$ cat src/hw/rth_pkg.sv
// Purpose: shared constants and types of the reset and trap handler
// Assumes: one 200 MHz core clock, Avalon-MM register access
// Notes:   offsets are byte addresses, one 32-bit word per register
//
// Behaviour
// - any reset reinitialises core state and restarts fetch at address zero
// - reset bypasses trap arbitration, no vector is fetched for it
// - word zero holds a jump; core executes it after the restart
// - six error sources can each force a full device reset
// - watchdog timeout forces a device reset
// - pointer use of a never-written working register forces a reset
// - executed illegal opcode resets; a flushed one raises nothing
// - synchronised brown-out detector signal forces a brown-out reset
// - several trap conditions in one cycle force a lockout reset
// - traps cannot be masked; each source has a fixed level
// - an invalid trap vector address raises the address error trap
// - a trap starts only after the offending instruction completes
// - trap levels are 8 to 15, so level msb is set in traps
// - level 7 outside traps blocks interrupts but traps still run
// - the address error trap may preempt a math trap during its vector fetch
// - divide by zero aborts the divide and takes the math trap
// - enabled bit 31 overflow without guard bits takes the math trap
// - enabled bit 39 overflow without saturation takes the math trap
// - an over-range shift amount takes the math trap
package rth_pkg;

   // ------------------------------------------------------------
   // register map
   // ------------------------------------------------------------
   localparam logic [3:0] REG_CAUSE = 4'h0; // write one to clear
   localparam logic [3:0] REG_CTRL  = 4'h4; // math trap enables
   localparam logic [3:0] REG_LEVEL = 4'h8; // priority and nesting

   localparam int CTRL_OVF31_EN = 0;
   localparam int CTRL_OVF39_EN = 1;
   localparam logic [1:0] CTRL_RST = 2'h0;

   // sticky cause bit positions
   localparam int C_POR   = 0;
   localparam int C_WDT   = 1;
   localparam int C_UNINW = 2;
   localparam int C_ILL   = 3;
   localparam int C_BOR   = 4;
   localparam int C_LOCK  = 5;
   localparam int C_SWRST = 6;
   localparam int C_MATH  = 7;
   localparam int C_ADDR  = 8;
   localparam int CAUSE_W = 9;
   localparam logic [CAUSE_W-1:0] CAUSE_RST = 9'h001;

   // ------------------------------------------------------------
   // trap levels, addresses and timing
   // ------------------------------------------------------------
   localparam logic [3:0]  LVL_MATH   = 4'hB;
   localparam logic [3:0]  LVL_ADDR   = 4'hD;
   localparam logic [3:0]  LVL_IRQOFF = 4'h7;
   localparam logic [23:0] RESET_PC   = 24'h000000;
   localparam logic [23:0] PROG_TOP   = 24'h004000; // first bad address

   localparam int CLK_PERIOD_PS = 5000;
   localparam int RST_HOLD_NS   = 50;   // least core reset pulse
   localparam int RST_HOLD_CYC  =
      (RST_HOLD_NS * 1000 + CLK_PERIOD_PS - 1) / CLK_PERIOD_PS;
   localparam logic [3:0] HOLD_LAST = 4'(RST_HOLD_CYC - 1);

   // ------------------------------------------------------------
   // carriers
   // ------------------------------------------------------------
   typedef struct packed {
      logic        read;
      logic        write;
      logic [3:0]  address;
      logic [3:0]  byteenable;
      logic [31:0] writedata;
   } rth_avs_req_t;

   typedef struct packed {
      logic       wdt_timeout;  // watchdog expired
      logic       uninit_w;     // unwritten register used as pointer
      logic       illegal_op;   // unused opcode reached execute
      logic       flush;        // that opcode is being flushed
      logic       sw_reset;     // reset instruction executed
      logic       div_zero;     // divide with zero divisor
      logic [1:0] acc_ovf31;    // per accumulator, overflow of bit 31
      logic [1:0] acc_ovf39;    // per accumulator, overflow of bit 39
      logic       guard_used;   // guard bits in use
      logic       sat_enabled;  // any saturation enabled
      logic       shift_excess; // shift amount out of range
      logic       instr_done;   // current instruction retires
      logic       trap_return;  // handler returns from trap
   } rth_core_evt_t;

   typedef enum logic [1:0] {
      ST_RESET = 2'b00,
      ST_RUN   = 2'b01,
      ST_VEC   = 2'b10
   } rth_fsm_t;

   typedef struct packed {
      rth_fsm_t            fsm;
      logic [3:0]          hold;
      logic [CAUSE_W-1:0]  cause;
      logic [1:0]          ctrl;
      logic [3:0]          lvl;
      logic [3:0]          stk0;
      logic [3:0]          stk1;
      logic [1:0]          depth;
      logic                pend_math;
      logic                redirect;
      logic [23:0]         target;
      logic                vec_req;
      logic [3:0]          vec_idx;
      logic                ack;
      logic [31:0]         rdata;
   } rth_state_t;

   localparam rth_state_t STATE_RST = '{
      fsm: ST_RESET, hold: HOLD_LAST, cause: CAUSE_RST,
      ctrl: CTRL_RST, lvl: 4'h0, stk0: 4'h0, stk1: 4'h0,
      depth: 2'h0, pend_math: 1'b0, redirect: 1'b0,
      target: RESET_PC, vec_req: 1'b0, vec_idx: 4'h0,
      ack: 1'b0, rdata: 32'h00000000};

endpackage : rth_pkg

$ cat src/hw/rth_core.sv
// Purpose: reset sequencing, reset causes and trap arbitration
// Assumes: core reports events on sys_clk_i, brown-out pin is async
// Notes:   one state struct, two comb blocks, one register block
`timescale 1ns/1ps
`default_nettype none
module rth_core
   import rth_pkg::*;
(
   input  wire logic          sys_clk_i,
   input  wire logic          rst_n_i,
   input  wire rth_avs_req_t  avs_req_i,
   output logic [31:0]        avs_readdata_o,
   output logic               avs_waitrequest_o,
   input  wire rth_core_evt_t core_evt_i,
   input  wire logic          bod_i,
   input  wire logic          vec_valid_i,
   input  wire logic [23:0]   vec_addr_i,
   output logic               core_rst_o,
   output logic               pc_redirect_o,
   output logic [23:0]        pc_target_o,
   output logic               vec_req_o,
   output logic [3:0]         vec_idx_o,
   output logic               div_abort_o,
   output logic [3:0]         cpu_priority_level_o,
   output logic               priority_level_msb_o,
   output logic               irq_block_all_o
);

   // ------------------------------------------------------------
   // helpers
   // ------------------------------------------------------------
   // vector outside program memory or not word aligned
   function automatic logic bad_vector(input logic [23:0] a);
      bad_vector = (a >= PROG_TOP) || a[0];
   endfunction : bad_vector

   function automatic logic [31:0] lane_mask(input logic [3:0] be);
      lane_mask = {{8{be[3]}}, {8{be[2]}}, {8{be[1]}}, {8{be[0]}}};
   endfunction : lane_mask

   rth_state_t st_q;
   rth_state_t st_d;
   logic       bod_s;
   logic       math_ovf31;
   logic       math_ovf39;
   logic       math_now;
   logic       vec_bad;
   logic [2:0] trap_cnt;
   logic       lockout;
   logic       ill_exec;
   logic       rst_req;
   logic       bus_req;
   logic       wr_go;
   logic [31:0] wmask;
   logic [CAUSE_W-1:0] cause_set;
   logic [CAUSE_W-1:0] cause_clr;

   // brown-out detector pin is asynchronous to the core clock
   rth_sync2 u_bod_sync (
      .sys_clk_i (sys_clk_i),
      .rst_n_i   (rst_n_i),
      .async_i   (bod_i),
      .sync_o    (bod_s)
   );

   // ------------------------------------------------------------
   // event decoding
   // ------------------------------------------------------------
   // overflow checks only count when software enabled them
   assign math_ovf31 = st_q.ctrl[CTRL_OVF31_EN]
                     & (|core_evt_i.acc_ovf31)
                     & ~core_evt_i.guard_used;
   assign math_ovf39 = st_q.ctrl[CTRL_OVF39_EN]
                     & (|core_evt_i.acc_ovf39)
                     & ~core_evt_i.sat_enabled;
   assign math_now   = core_evt_i.div_zero | math_ovf31 | math_ovf39
                     | core_evt_i.shift_excess;
   assign vec_bad    = (st_q.fsm == ST_VEC) & vec_valid_i
                     & bad_vector(vec_addr_i);
   // every distinct condition counts toward lockout
   assign trap_cnt   = 3'(core_evt_i.div_zero) + 3'(math_ovf31)
                     + 3'(math_ovf39) + 3'(core_evt_i.shift_excess)
                     + 3'(vec_bad);
   // a second bad vector while already handling one cannot recover
   assign lockout    = (st_q.fsm != ST_RESET)
                     & ((trap_cnt > 3'd1)
                     | (vec_bad & (st_q.lvl == LVL_ADDR)));
   // a flushed illegal opcode never reached execute
   assign ill_exec   = core_evt_i.illegal_op & ~core_evt_i.flush;
   // watchdog, uninit pointer, illegal, brown-out, lockout, reset op
   assign rst_req    = (st_q.fsm != ST_RESET)
                     & (core_evt_i.wdt_timeout | core_evt_i.uninit_w
                     | ill_exec | bod_s | lockout
                     | core_evt_i.sw_reset);

   // ------------------------------------------------------------
   // bus slave decode
   // ------------------------------------------------------------
   // one wait state: request is seen, answer stands on the next edge
   assign bus_req = avs_req_i.read | avs_req_i.write;
   assign wr_go   = avs_req_i.write & st_q.ack;
   assign wmask   = lane_mask(avs_req_i.byteenable);

   // sticky causes, software clears by writing ones
   always_comb begin
      cause_set          = '0;
      cause_set[C_WDT]   = rst_req & core_evt_i.wdt_timeout;
      cause_set[C_UNINW] = rst_req & core_evt_i.uninit_w;
      cause_set[C_ILL]   = rst_req & ill_exec;
      cause_set[C_BOR]   = rst_req & bod_s;
      cause_set[C_LOCK]  = lockout;
      cause_set[C_SWRST] = rst_req & core_evt_i.sw_reset;
      cause_set[C_MATH]  = (st_q.fsm != ST_RESET) & math_now;
      cause_set[C_ADDR]  = vec_bad;
      cause_clr = '0;
      if (wr_go && avs_req_i.address == REG_CAUSE) begin
         cause_clr = avs_req_i.writedata[CAUSE_W-1:0]
                   & wmask[CAUSE_W-1:0];
      end
   end

   // ------------------------------------------------------------
   // next state
   // ------------------------------------------------------------
   always_comb begin
      st_d          = st_q;
      st_d.redirect = 1'b0;
      st_d.vec_req  = 1'b0;
      // set wins over a clear in the same cycle
      st_d.cause    = (st_q.cause & ~cause_clr) | cause_set;
      st_d.ack      = bus_req & ~st_q.ack;

      // read data captured in the wait cycle, unmapped reads zero
      if (bus_req && !st_q.ack) begin
         case (avs_req_i.address)
            REG_CAUSE: st_d.rdata = 32'(st_q.cause);
            REG_CTRL:  st_d.rdata = 32'(st_q.ctrl);
            REG_LEVEL: st_d.rdata = {20'h00000, st_q.fsm, st_q.depth,
                                     st_q.stk1 == 4'h0 ? st_q.stk0
                                                       : st_q.stk1,
                                     st_q.lvl};
            default:   st_d.rdata = 32'h00000000;
         endcase
      end

      if (wr_go && avs_req_i.address == REG_CTRL && avs_req_i.byteenable[0])
      begin
         st_d.ctrl = avs_req_i.writedata[1:0];
      end
      // software may move the level only outside traps, 0 to 7
      if (wr_go && avs_req_i.address == REG_LEVEL && avs_req_i.byteenable[0]
          && st_q.depth == 2'h0 && st_q.fsm == ST_RUN) begin
         st_d.lvl = {1'b0, avs_req_i.writedata[2:0]};
      end

      // math conditions wait until the instruction retires
      if (st_q.fsm != ST_RESET && math_now) begin
         st_d.pend_math = 1'b1;
      end

      case (st_q.fsm)
         ST_RESET: begin
            // core held in reset, no vector fetch involved
            st_d.lvl   = 4'h0;
            st_d.depth = 2'h0;
            st_d.pend_math = 1'b0;
            if (st_q.hold == 4'h0) begin
               // fetch restarts at zero; word zero jumps onward
               st_d.fsm      = ST_RUN;
               st_d.redirect = 1'b1;
               st_d.target   = RESET_PC;
            end else begin
               st_d.hold = st_q.hold - 4'h1;
            end
         end
         ST_RUN: begin
            // no mask is consulted, only the fixed level
            if ((st_q.pend_math || math_now)
                && core_evt_i.instr_done
                && LVL_MATH > st_q.lvl) begin
               st_d.stk1      = st_q.stk0;
               st_d.stk0      = st_q.lvl;
               st_d.depth     = st_q.depth + 2'h1;
               st_d.lvl       = LVL_MATH;
               st_d.pend_math = 1'b0;
               st_d.vec_req   = 1'b1;
               st_d.vec_idx   = LVL_MATH;
               st_d.fsm       = ST_VEC;
            end else if (core_evt_i.trap_return
                         && st_q.depth != 2'h0) begin
               st_d.lvl   = st_q.stk0;
               st_d.stk0  = st_q.stk1;
               st_d.stk1  = 4'h0;
               st_d.depth = st_q.depth - 2'h1;
            end
         end
         ST_VEC: begin
            if (vec_bad) begin
               // address error preempts the trap that fetched it
               st_d.stk1    = st_q.stk0;
               st_d.stk0    = st_q.lvl;
               st_d.depth   = st_q.depth + 2'h1;
               st_d.lvl     = LVL_ADDR;
               st_d.vec_req = 1'b1;
               st_d.vec_idx = LVL_ADDR;
            end else if (vec_valid_i) begin
               st_d.redirect = 1'b1;
               st_d.target   = vec_addr_i;
               st_d.fsm      = ST_RUN;
            end
         end
         default: st_d.fsm = ST_RESET;
      endcase

      // a reset outranks any trap work in progress
      if (rst_req) begin
         st_d.fsm       = ST_RESET;
         st_d.hold      = HOLD_LAST;
         st_d.lvl       = 4'h0;
         st_d.depth     = 2'h0;
         st_d.stk0      = 4'h0;
         st_d.stk1      = 4'h0;
         st_d.pend_math = 1'b0;
         st_d.vec_req   = 1'b0;
         st_d.redirect  = 1'b0;
      end
   end

   // ------------------------------------------------------------
   // state register
   // ------------------------------------------------------------
   always_ff @(posedge sys_clk_i or negedge rst_n_i) begin
      if (!rst_n_i) begin
         st_q <= STATE_RST;
      end else begin
         st_q <= st_d;
      end
   end

   // ------------------------------------------------------------
   // outputs
   // ------------------------------------------------------------
   assign avs_readdata_o       = st_q.rdata;
   assign avs_waitrequest_o    = bus_req & ~st_q.ack;
   assign core_rst_o           = (st_q.fsm == ST_RESET);
   assign pc_redirect_o        = st_q.redirect;
   assign pc_target_o          = st_q.target;
   assign vec_req_o            = st_q.vec_req;
   assign vec_idx_o            = st_q.vec_idx;
   // abort must land in this cycle, before the divide iterates on
   assign div_abort_o          = (st_q.fsm != ST_RESET)
                               & core_evt_i.div_zero;
   assign cpu_priority_level_o = st_q.lvl;
   assign priority_level_msb_o = st_q.lvl[3];
   // interrupts run at levels 1 to 7 and are blocked at 7 or above
   assign irq_block_all_o      = (st_q.lvl >= LVL_IRQOFF);

   // ------------------------------------------------------------
   // assertions
   // ------------------------------------------------------------
   logic wr_cause;
   assign wr_cause = wr_go & (avs_req_i.address == REG_CAUSE);
endmodule : rth_core
`default_nettype wire

$ cat src/hw/rth_sync2.sv
// Purpose: two-stage synchroniser for one asynchronous level
// Assumes: input changes slowly compared with the clock
// Notes:   first stage feeds only the second stage
`timescale 1ns/1ps
`default_nettype none
module rth_sync2 (
   input  wire logic sys_clk_i,
   input  wire logic rst_n_i,
   input  wire logic async_i,
   output logic      sync_o
);
   logic meta_q;
   logic sync_q;

   // ------------------------------------------------------------
   // synchroniser chain
   // ------------------------------------------------------------
   always_ff @(posedge sys_clk_i or negedge rst_n_i) begin
      if (!rst_n_i) begin
         meta_q <= 1'b0;
         sync_q <= 1'b0;
      end else begin
         meta_q <= async_i;
         sync_q <= meta_q;
      end
   end

   assign sync_o = sync_q;
endmodule : rth_sync2
`default_nettype wire

$ cat config.mk
export PLATFORM = sky130hd
export DESIGN_NAME = rth_core
export DESIGN_NICKNAME = d
export VERILOG_FILES = /design/src/hw/rth_pkg.sv /design/src/hw/rth_core.sv /design/src/hw/rth_sync2.sv
export SDC_FILE = /design/constraint.sdc
export NUM_CORES = 1
export LEC_CHECK = 0
export ABC_AREA = 1
export BUFFER_PORTS_ARGS = -buffer_cell sky130_fd_sc_hd__buf_2
export CAP_MARGIN = 20
export CORE_ASPECT_RATIO = 0.7
export CORE_MARGIN = 4
export CORE_UTILIZATION = 30
export CTS_CLUSTER_DIAMETER = 30
export CTS_CLUSTER_SIZE = 10
export DETAILED_ROUTE_END_ITERATION = 10
export GPL_TIMING_DRIVEN = 1
export SYNTH_ARGS = -nofsm -noshare
export SYNTH_HDL_FRONTEND = slang
export SYNTH_SLANG_ARGS = --single-unit
$ cat constraint.sdc
create_clock -name sys_clk_i -period 6 [get_ports sys_clk_i]
set_input_delay 0 -clock sys_clk_i [delete_from_list [all_inputs] [get_ports sys_clk_i]]
set_output_delay 0 -clock sys_clk_i [all_outputs]
set_load 0.01 [all_outputs]
### Word level (Yosys, flattened, before mapping)

Cells that the tools add are included.

| storage, ports and cells | value |
|---|---|
| word-level logic and storage cells | 147 |
| bits in writable memories | 0 |
| latch bits | 0 |
| memory bits (read-only) | 0 |
| memories kept | 0 |
| bits of input ports | 85 |
| flip-flop bits (word level) | 97 |
| output and inout bits | 71 |

| operators by class | value |
|---|---|
| order comparisons | 4 |
| eq/ne operators | 17 |
| $mul | 0 |
| bitwise logic cells | 37 |
| muxes and demuxes | 30 |
| divide/modulo/power cells | 0 |
| reductions and logical operators | 35 |
| add/subtract/negate cells | 7 |
| shift-type cells | 0 |

Operators by type and width:

| kind | count |
|---|---|
| 2-to-1 mux 25 bit | 3 |
| one-hot mux 25 bit (2 select lines) | 1 |
| 2-to-1 mux 14 bit | 3 |
| one-hot mux 12 bit (3 select lines) | 1 |
| >= comparator 24 x 15 -> 1 bit (second input constant) | 1 |
| bitwise AND 1 bit | 19 |
| bitwise AND 9 bit | 2 |
| 2-to-1 mux 16 bit | 1 |
| 2-to-1 mux 4 bit | 4 |
| one-hot mux 8 bit (2 select lines) | 1 |
| logical AND 1 bit | 12 |
| logical NOT 4 bit | 3 |
| one-hot mux 2 bit (3 select lines) | 2 |
| one-hot mux 4 bit (3 select lines) | 1 |
| 2-to-1 mux 5 bit | 2 |
| bitwise OR 1 bit | 10 |
| one-hot mux 5 bit (2 select lines) | 1 |
| nonzero test 2 bit | 5 |
| 2-to-1 mux 9 bit | 1 |
| != test 3 bit (second input constant) | 3 |
| inverter 9 bit | 1 |
| bitwise OR 9 bit | 1 |
| AND reduction 3 bit | 3 |
| equality test 4 bit (second input constant) | 2 |
| other kinds (30) | 47 |

### Longest topological paths before layout

Gate-level depths: netlist (run 1).

| depth | value |
|---|---|
| depth after elaboration | 15 |
| gate-level depth with buffers | 19 |
| gate-level depth less buffers | 18 |

### Modules after synthesis

Synthesis (run 1) repeated with hierarchy kept, for this count alone.

| unflattened totals | value |
|---|---|
| cells, all modules | 552 |
| area total of the unflattened synthesis | 4369.2 um2 |

By module, submodules not included:

| module | instances | cells each | seq. area each (um2) | area an instance (um2) |
|---|---|---|---|---|
| rth_core | 1 | 550 | 1855.5 | 4319.1 |
| rth_sync2 | 1 | 2 | 50.0 | 50.0 |

### Worst setup path after synthesis (run 1)

No wires, ideal clock.

| path | value |
|---|---|
| kind | register to register |
| start point | reg st_q[93] (netlist bit) |
| end point | reg st_q[65] (netlist bit) |
| path slack | 3.644 ns |
| data required time | 5.935 ns |
| period minus slack after synthesis | 2.356 ns |
| path buffers | 2 |
| library setup time | 0.065 ns |
| stages on the path, launching flop included | 19 |
| arrival time | 2.291 ns |
| cell sequence | dfrtp_1 inv_1 ha_1 nand2_1 inv_1 nand2_1 buf_2 inv_1 ha_1 nand3_1 nand2_1 inv_1 nand2_2 o21bai_4 buf_6 nand2_2 nor2_1 nand2_1 nand2_1 |

| between the ends | value |
|---|---|
| cells in the longest elaborated chain, start to end | 12 |
| elaborated cells between the ends (all ways) | 20 |
| classes of those cells | add/sub (1); order compare (1); eq/ne (4); mux (2); bitwise (8); reduce/logical (4) |

Ends and longest elaborated chain:

| item | RTL line | source |
|---|---|---|
| start, declared | rth_core.sv:41 | `rth_state_t st_q;` |
| start signal, assigned | rth_core.sv:236 | `st_q <= st_d;` |
| equality test 2 bit | rth_core.sv:78, rth_core.sv:161 |  |
| bitwise AND 1 bit | rth_core.sv:78 | `assign vec_bad = (st_q.fsm == ST_VEC) & vec_valid_i` |
| bitwise AND 1 bit | rth_core.sv:79 | `& bad_vector(vec_addr_i);` |
| adder 3 x 1 -> 3 bit | rth_core.sv:83 | `+ 3'(vec_bad);` |
| greater-than comparator 3 x 1 -> 1 bit | rth_core.sv:86 | `& ((trap_cnt > 3'd1)` |
| bitwise OR 1 bit | rth_core.sv:87 | `\| (vec_bad & (st_q.lvl == LVL_ADDR)));` |
| bitwise AND 1 bit | rth_core.sv:86 |  |
| bitwise OR 1 bit | rth_core.sv:93 | `\| ill_exec \| bod_s \| lockout` |
| bitwise OR 1 bit | rth_core.sv:94 | `\| core_evt_i.sw_reset);` |
| bitwise AND 1 bit | rth_core.sv:92 | `& (core_evt_i.wdt_timeout \| core_evt_i.uninit_w` |
| != test 4 x 2 -> 1 bit (no source line) (tied with other cells) | -- |  |
| AND reduction 3 bit (no source line) | -- |  |

Several ways; a longest one is shown, not always the timed one.
A chain may end at the register's enable or synchronous reset.

### Final worst setup path (run 1)

| path | value |
|---|---|
| start point | reg st_q[93] (netlist bit) |
| end point | reg st_q[66] (netlist bit) |

| between the ends | value |
|---|---|
| cells in the longest elaborated chain, start to end | 12 |
| elaborated cells between the ends (all ways) | 19 |
| classes of those cells | add/sub (1); order compare (1); eq/ne (4); mux (2); bitwise (8); reduce/logical (3) |

Ends and longest elaborated chain:

| item | RTL line |
|---|---|
| equality test 2 bit | rth_core.sv:78, rth_core.sv:161 |
| bitwise AND 1 bit | rth_core.sv:78 |
| bitwise AND 1 bit | rth_core.sv:79 |
| adder 3 x 1 -> 3 bit | rth_core.sv:83 |
| greater-than comparator 3 x 1 -> 1 bit | rth_core.sv:86 |
| bitwise OR 1 bit | rth_core.sv:87 |
| bitwise AND 1 bit | rth_core.sv:86 |
| bitwise OR 1 bit | rth_core.sv:93 |
| bitwise OR 1 bit | rth_core.sv:94 |
| bitwise AND 1 bit | rth_core.sv:92 |
| != test 4 x 2 -> 1 bit (no source line) (tied with other cells) | -- |
| AND reduction 3 bit (no source line) | -- |

Several ways; a longest one is shown, not always the timed one.

==> impl_results.md, run 1 <==
- Outcome: finished, final reports clean
- Port Buf Inserts: 110
- CP Data Required Time: 6.27 ns
- Clk sinks: 76
- Global route total overflow: 0
- Vias in the first global route: 3,689
- Mapped Area: ~4500 µm²
- Root Buffer: clkbuf_16
- Syn avg cell area: about 7.7 µm²
- Final Non-Filler Cells: 881
- Avg WL per Cell: about 14 µm
- CP delay by family, top: buffers and inverters
- Starting DRT DRC Count: approximately 270
- Final setup viols: 0
- DRT Pass-1 Iters: 4
- Worst Path Buf+Inv: 5
- Pin count of the biggest net entering global routing: 75
- Hpwl dp: 9180 µm
- GPL Wtd Cong: around 0.9
- P per Cell Area: approximately 350 nW/µm²
- Post-DRT Antenna Nets: 0
- Most frequent CP cell: inv_1
- Ys flop type: dfrtp_1
- Register area share after synthesis: around 42%
- # diodes: 0
- Crit-path max cell delay: roughly 0.47 ns
- Min-delay src: avs_req_i[41]
- Synth warn: 0
- Unique masters post-synth: 39
- Num ports: roughly 160
- Global route hottest layer: met1
- Ys async rst share: between 90% and 100%
- First-pass GRT wire length: 20,000 µm
- Clock buffer depth: 2
- Max-Slew Margin vs Limit: 36.6%
- Total GRT Usage: 14.5%
- Routed vias: between 3,000 and 4,000
- RSZ-0062 raised after global routing: no
- Tcrit/Tclk final: approximately two thirds
- Setup Skew: ~0.0075 ns
- Fmax: 0.256 GHz
- TritonCTS buffer count: 9
- Reg2reg end: st_q[66]
- Leak: between 2 and 3 nW
- Clock transition at path regs: around 0.070 ns
- Total placed cells including tap cells: between 800 and 900
- Worst skew pair latency: 0.34 ns
- Row Count: 37
- RR Startpoint: st_q[93]
- CTS tree: built
- Fill count: ~1,600
- Setup repair bufs after CTS: 0
- M3 GR Usage: approximately 4.0%
- Worst EP arrival: between 4 and 5 ns
- Critical path's slowest cell: ha_1
- Vias per std cell: 4.51
- Die W: between 150 and 200 µm
- Most area-consuming cells after synthesis: dfrtp_1, nand2_1, buf_4
- Area Growth Syn to Fin: 20.7%
- Hold Vio Cnt, Final: 0
- Hold Path End: st_q[32]
- Die ar.: 17,000 µm²
- Min-Delay Path Depth: 3
- Worst-margin pin slew: 0.952 ns
- Layout cells sized above 1: between 20% and 30%
- Max-cap viol count: 0
- Synth top cells by count: nand2_1, dfrtp_1, inv_1
- Startpoint types: flip-flop
- Crit. Startpoint: st_q[93]
- Final Max Tran Viols: 0
- Yosys top cell area share: about two fifths
- Crit Path Category: reg2reg
- Worst setup margin: about 2.1 ns
- Detailed Route WL: 12,300 µm
- Initial antenna violation count: 1
- Die height: around 110 µm
- GR Layer Usage met2: between 10% and 20%
- Final nets: 776
- Synth Instances: ~590
- R2R cell count: 16
- Cell with the most instances after synthesis: nand2_1
- Final min period: a little under 4 ns
- Setup TNS: 0 ns
- H-tree levels: 3
- Crit path max fanout: 16
- Post-Place Worst Slack: approximately 2.2 ns
- CP endpoint kind: flip-flop
- Met1 usage: about 22%
- Hold Crit Class: in2reg
- #FFs+latches synth: 76
- Cell accounting for the most synthesized area: dfrtp_1
- Crit-path cells: inv_1 > ha_1 > nand2_1 > inv_1 > nand2_1 > inv_1 > ha_1 > nand3_1 > nand2_1 > inv_1 > nand2_2 > o21bai_4 > inv_1 > nor2_1 > nand3_1 > nand2_1
- Reg2reg setup slack: approximately 2.1 ns
- Post-synth EDFFs: 0
- DRC Markers: 0
- CORE AREA: between 10,000 and 15,000 µm²
- Initial Util: 30.7%
- Peak supply drop: about 0.00015 V
metrics by stage:
step	util (%)	power [W]	area, µm²	hold WS (ns)
4_1_cts	37.0	0.00189	5430	0.0154
5_1_grt	37.0	0.00201	5430	0.0764
6_report	37.0	0.00188	5430	0.0313
2_1_floorplan	-	0.00114	4570	-0.296
3_3_place_gp	33.0	0.00132	4840	-0.208
3_5_place_dp	33.0	0.00133	4840	-0.209
worst max-delay path by stage:
stage / to / slack, ns / depth (start not counted)
global placement: st_q[66] / 2.20 / 16
floorplan: st_q[65] / 3.64 / 18
global route: st_q[66] / 1.69 / 16
CTS: st_q[66] / 2.15 / 16
detailed placement: st_q[66] / 2.17 / 16
finish: st_q[66] / 2.10 / 16
worst min-delay path: cells and delay by family:
family	cells	cell delay, ns
simple gates	2	0.21
buf+inv	1	0.09
layer usage:
| layer | routed length (µm) | part of all wire, % |
|---|---|---|
| met2 | 5150 | 42 |
| met1 | 6110 | 50 |
| met4 | 96 | 0.78 |
| met5 | 18 | 0.15 |
| met3 | 930 | 7.6 |
where the power goes:
part | internal, W | total, W | switching (W)
Clock | 0.000291 | 0.000538 | 0.000247
Combinational | 0.000210 | 0.000698 | 0.000489
Sequential | 0.000584 | 0.000644 | 0.0000596
layout by cell type (no fill, tap or decap), types with 2 or more instances in the layout:
master and count:
nor2_1 49, buf_2 109, o211ai_1 3, inv_1 70, conb_1 20, a31oi_1 2
xor2_1 2, ha_1 9, nand3_1 33, nand4_1 21, nor3_1 2, nand2_2 6
buf_4 2, dfrtp_1 73, clkinv_1 2, dfstp_2 3, nand2_1 148, clkbuf_16 9
a22oi_1 4, a21oi_1 8, a221oi_1 2, inv_6 4, dlygate4sd3_1 30, and2_1 2
o21ai_0 55
cell type report:
class | instances | area, µm² | area share, %
sequential | 76 | 1910 | 35.1
timing repair buffer | 141 | 861 | 15.9
inverter | 72 | 270 | 4.98
clock inverter | 7 | 67.6 | 1.24
tap | 195 | 244 | 4.49
clock buffer | 9 | 225 | 4.15
multi-input combinational | 381 | 1860 | 34.2
cell families after synthesis:
kind of cell	share of synthesized area (%)
adder cells (fa/ha/maj)	2.95
XOR/XNOR	0.390
flip-flops	42.4
AND/OR/NAND/NOR	26.0
other	0.0834
AO/OA/AOI/OAI	10.2
buffers and inverters	18.0
sequential cells by signal, indices dropped and copies added, names as in the netlist:
register / flops
cpu_priority_level_o: 4
vec_idx_o: 3
u_bod_sync.meta_q: 1
st_q: 29
pc_target_o: 24
avs_readdata_o: 12
vec_req_o: 1
u_bod_sync.sync_o: 1
pc_redirect_o: 1
what timing repair did:
item / CTS / global route
hold buffers: 30 / 0
endpoints found under the setup margin: 0 / 0
gates resized for setup: 0 / 0
hold endpoints to repair: 98 / 0
No activity file was read; power rests on OpenSTA's default activity.
==> inputs of run 2 (changes only) <==
Clock period 6 ns to 3.1 ns, I/O delays scaled along.
==> impl_results.md, run 2 (synthesized netlist as in run 1, its figures left out) <==
- Min-Delay Path Depth: 3
- Largest reg by FF count: st_q
- Detailed Route WL: between 10,000 and 15,000 µm
- Clock power frac: between 20% and 30%
- # diodes: 0
- Die height: 110 µm
- Vias in the first global route: 3,772
- Worst setup margin: 0.415 ns
- Root Buffer: clkbuf_16
- Reg2reg setup slack: roughly 0.41 ns
- Routed vias: between 4,000 and 5,000
- Num ports: 156
- R2R cell count: 16
- Initial Util: roughly 30%
- H-tree levels: 3
- Total chip power: between 0.003 and 0.004 W
- Crit-path max cell delay: 0.45 ns
- Hold Vio Cnt, Final: 0
- Max-Slew Margin vs Limit: 55.9%
- Commonest non-fill, non-tap cell in the layout: nand2_1
- Post-Place Worst Slack: ~0.45 ns
- Max-cap viol count: 0
- Switching power: 0.00152 W
- Critical path's slowest cell: fa_1
- Avg WL per Cell: 14.0 µm
- P per Cell Area: around 670 nW/µm²
- Setup Skew: ~0.0060 ns
- Most frequent CP cell: nand2_1
- Final min period: about 2.7 ns
- Worst-margin pin slew: roughly 0.66 ns
- Starting DRT DRC Count: about 390
- TritonCTS buffer count: 9
- CP endpoint kind: flip-flop
- Max reg flops: 29
- DRT Pass-1 Iters: 5
- Startpoint types: flip-flop
- Critical path depth in cells: 16
- Vias per std cell: between 4 and 5
- Final Max Tran Viols: 0
- Clock transition at path regs: ~0.07 ns
- Layout cells sized above 1: 22.0%
- Final setup viols: 0
- Crit Path Category: reg2reg
- First-pass GRT wire length: roughly 20,000 µm
- Hold Crit Class: in2reg
- Placed Instance Area: around 4900 µm²
- Worst EP arrival: roughly 3.0 ns
- Clk sinks: 76
- Worst Path Buf+Inv: 4
- Worst skew pair latency: ~0.33 ns
- CP Data Required Time: 3.37 ns
- GPL Wtd Cong: between 0.9 and 1
- Resized cells post-CTS: 0
- Crit-path cells: inv_1 > nor2_1 > nand2_1 > inv_1 > fa_1 > ha_1 > nand3_1 > nand2_1 > inv_1 > nand2_2 > o21bai_4 > buf_4 > nand2_1 > nor2_1 > nand3_1 > nand2_1
- Design area: about 5500 µm²
- Die W: around 150 µm
- Pint: 0.00214 W
- Tcrit/Tclk final: about 87%
- Outcome: finished, final reports clean
- Combinational share of power: about two fifths
- CP delay by family, top: simple AND/OR/NAND/NOR gates
- Total GRT Usage: ~14%
- RSZ-0062 raised after global routing: no
- Port Buf Inserts: 110
- Leak: ~2.9 nW
- Peak supply drop: ~0.00031 V
- Global route total overflow: 0
- Row Count: 37
- Clock buffer depth: 2
- DRC Markers: 0
- CTS tree: built
- Initial antenna violation count: 0
- Flop pwr share: about a third
- Area Growth Syn to Fin: 22.0%
- Pin count of the biggest net entering global routing: 77
- CORE AREA: roughly 15,000 µm²
- Die ar.: 17,000 µm²
- Crit path max fanout: 10
- WHS: roughly 0.037 ns
- Hpwl dp: between 9000 and 10,000 µm
- Setup TNS: 0 ns
- Switch share: 41.5%
- Setup repair bufs after CTS: 0
- Final nets: 784
- Fmax: around 0.37 GHz
- Most frequent cells in the layout: nand2_1, buf_2, dfrtp_1
- Post-DRT Antenna Nets: 0
## run 2: timing repair
item / in CTS / in global routing
hold buffers: 28 / 0
hold endpoints to repair: 98 / 0
setup endpoints to repair: 0 / 0
## run 2: per-layer routing
metal | vias up | global-route usage [%] | routed length (µm)
met5 | - | 0 | 0
met4 | 0 | 3.12 | 114
met3 | 14 | 4.00 | 1160
met2 | 172 | 20.0 | 5180
met1 | 1843 | 22.1 | 5980
li1 | 2000 | - | -
## run 2: area by class of cell
type,count,area [µm²]
Fill cell,1497,9190
Sequential cell,76,1910
Multi-Input combinational cell,381,1860
Timing Repair Buffer,149,928
Inverter,72,270
Tap cell,195,244
Clock buffer,9,225
Clock inverter,7,58.8
## run 2: power by group through the flow
stage | Clock [W] | Sequential (W) | Combinational [W]
finish | 0.00101 | 0.00125 | 0.00140
detailed placement | 0 | 0.00126 | 0.00136
global placement | 0 | 0.00126 | 0.00136
CTS | 0.00104 | 0.00124 | 0.00139
global route | 0.00108 | 0.00126 | 0.00158
floorplan | 0 | 0.00123 | 0.000984
## run 2: final timing paths
check / startpoint / endpoint
worst min-delay path: avs_req_i[41] / st_q[32]
max in group asynchronous: rst_n_i / st_q[92]
worst max register to register: st_q[79] / st_q[69]
worst max-delay path: st_q[79] / st_q[69]
min in group asynchronous: rst_n_i / u_bod_sync.meta_q
worst min register to register: u_bod_sync.meta_q / u_bod_sync.sync_o
## run 2: worst register-to-register path, stage by stage (launching register included)
cell and delay, ns:
dfrtp_1 0.40, inv_1 0.06, nor2_1 0.03, nand2_1 0.10
inv_1 0.06, fa_1 0.45, ha_1 0.28, nand3_1 0.08
nand2_1 0.05, inv_1 0.10, nand2_2 0.09, o21bai_4 0.27
buf_4 0.23, nand2_1 0.13, nor2_1 0.12, nand3_1 0.10
nand2_1 0.08
## run 2: per-stage QoR
| stage | std cells | util [%] |
|---|---|---|
| 2_1_floorplan | 605 | - |
| 3_3_place_gp | 844 | 33.4 |
| 3_5_place_dp | 844 | 33.4 |
| 4_1_cts | 888 | 37.3 |
| 5_1_grt | 889 | 37.4 |
| 6_report | 889 | 37.4 |
==> inputs of run 3 (changes only) <==
Settings changed: HOLD_SLACK_MARGIN from default to 0.06, SLEW_MARGIN from default to 10.
==> impl_results.md, run 3 (synthesized netlist as in run 1, its figures left out) <==
- Num ports: about 160
- Post-DRT Antenna Nets: 0
- Die height: 110 µm
- Final Max Tran Viols: 0
- Tcrit/Tclk final: between 80% and 90%
- Crit. Startpoint: st_q[79]
- Area Growth Syn to Fin: 23.3%
- Crit-path max cell delay: ~0.45 ns
- Reg2reg end: st_q[69]
- Leak: 2.90 nW
- Final nets: 790
- Clock buffer depth: 2
- Total chip power: 0.00367 W
- Setup TNS: 0 ns
- Outcome: finished, final reports clean
- GPL Wtd Cong: 0.915
- Fmax: between 0.3 and 0.4 GHz
- DRC Markers: 0
- Vias in the first global route: approximately 3,800
- DRT Pass-1 Iters: 6
- Most frequent CP cell: nand2_1
- CTS tree: built
- Detailed Route WL: roughly 13,000 µm
- Final setup viols: 0
- CP Data Required Time: between 3 and 4 ns
- Fill count: around 1,500
- Total GRT Usage: 14.5%
- Final min period: 2.69 ns
- Most frequent cells in the layout: nand2_1, buf_2, dfrtp_1
- H-tree levels: 3
- Worst setup path end: st_q[69]
- Layout cells sized above 1: a little over a fifth
- Worst skew pair latency: around 0.33 ns
- Starting DRT DRC Count: roughly 350
- Crit-path cells: inv_1 > nor2_1 > nand2_1 > inv_1 > fa_1 > ha_1 > nand3_1 > nand2_1 > inv_1 > nand2_2 > o21bai_4 > buf_4 > nand2_1 > nor2_1 > nand3_1 > nand2_1
- Initial Util: 30.7%
- Clk sinks: 76
- Routed vias: 4,034
- Clock transition at path regs: ~0.060 ns
- Hpwl dp: 9130 µm
- Critical path's slowest cell: fa_1
- Avg WL per Cell: between 10 and 15 µm
- R2R cell count: 16
- Critical path depth in cells: 16
- CORE AREA: 14,700 µm²
- Total placed cells including tap cells: roughly 840
- CP delay by family, top: simple AND/OR/NAND/NOR gates
- Final Non-Filler Cells: 895
- Die ar.: roughly 17,000 µm²
- TritonCTS buffer count: 9
- Max reg flops: 29
- Row Count: 37
- Peak supply drop: roughly 0.00031 V
- Max-cap viol count: 0
- First-pass GRT wire length: ~20,000 µm
- Vias per std cell: between 4 and 5
- Port Buf Inserts: 110
- Largest reg by FF count: st_q
- Setup Skew: approximately 0.0064 ns
- Worst Path Buf+Inv: 4
- Worst setup margin: a little over 0.4 ns
- Die W: between 150 and 200 µm
- Commonest non-fill, non-tap cell in the layout: nand2_1
- Max-Slew Margin vs Limit: between 50 and 60%
- Startpoint types: flip-flop
- Hold Crit Class: in2reg
- Post-Place Worst Slack: 0.448 ns
- Pin count of the biggest net entering global routing: 77
- Hold Vio Cnt, Final: 0
- Crit Path Category: reg2reg
- Worst EP arrival: 2.96 ns
- RSZ-0062 raised after global routing: no
- Global route total overflow: 0
- # diodes: 0
- RR Startpoint: st_q[79]
- CP endpoint kind: flip-flop
- Initial antenna violation count: 0
- Crit path max fanout: 10
- Root Buffer: clkbuf_16
- Reg2reg setup slack: between 0.4 and 0.5 ns
- P per Cell Area: around 660 nW/µm²
- Worst-margin pin slew: roughly 0.66 ns
[run 3: cell count changes in the layout (fill, tap and decap cells not counted), sizes merged]
cell,previous run,this run
dlygate4sd3,28,34
[run 3: power by group]
| part | internal [W] | leakage (nW) | switching, W | total [W] |
|---|---|---|---|---|
| registers | 0.00113 | 0.992 | 0.000114 | 0.00124 |
| logic | 0.000459 | 1.77 | 0.000953 | 0.00141 |
| clock network | 0.000555 | 0.138 | 0.000456 | 0.00101 |
| total | 0.00214 | 2.90 | 0.00152 | 0.00367 |
[run 3: how the worst min path moves through the flow]
| stage | endpoint | from | cells past startpoint | slack [ns] |
|---|---|---|---|---|
| finish | st_q[87] | core_evt_i[2] | 4 | 0.08 |
| CTS | st_q[87] | core_evt_i[2] | 4 | 0.06 |
| global route | st_q[87] | core_evt_i[2] | 4 | 0.09 |
| detailed placement | u_bod_sync.meta_q | bod_i | 1 | 0.11 |
| global placement | u_bod_sync.meta_q | bod_i | 1 | 0.11 |
| floorplan | avs_readdata_o[0] | rst_n_i | 0 | -0.30 |
[run 3: layout make-up]
type	count	area [µm²]	area share (%)
Clock inverter	7	58.8	1.06
Clock buffer	9	225	4.06
Multi-Input combinational cell	381	1860	33.4
Sequential cell	76	1910	34.3
Timing Repair Buffer	155	988	17.8
Tap cell	195	244	4.40
Inverter	72	270	4.87
[run 3: layer usage]
metal  global-route usage (%)  vias to the layer above  part of all wire, %
met5                        0                        -                    0
met4                     3.12                        0                 0.98
met3                     4.00                       17                  9.1
met2                     20.3                      162                   42
met1                     22.0                     1843                   48
li1                         -                     2012                    -
[run 3: through the flow]
| stage | area (µm²) | hold WS, ns | utilization [%] |
|---|---|---|---|
| 2_1_floorplan | 4570 | -0.296 | - |
| 3_3_place_gp | 4900 | 0.110 | 33.4 |
| 3_5_place_dp | 4900 | 0.111 | 33.4 |
| 4_1_cts | 5530 | 0.0638 | 37.7 |
| 5_1_grt | 5550 | 0.0857 | 37.8 |
| 6_report | 5550 | 0.0769 | 37.8 |
[run 3: repair_timing]
item	in CTS	in global routing
hold endpoints to repair	100	0
setup buffers	0	0
gates resized for setup	0	0
hold buffers	34	0
[run 3: worst reg2reg max path, stage by stage, from the launching register on]
cell      delay (ns)
dfrtp_1         0.40
inv_1           0.06
nor2_1          0.03
nand2_1         0.10
inv_1           0.06
fa_1            0.45
ha_1            0.28
nand3_1         0.08
nand2_1         0.05
inv_1           0.10
nand2_2         0.09
o21bai_4        0.28
buf_4           0.23
nand2_1         0.13
nor2_1          0.12
nand3_1         0.09
nand2_1         0.08
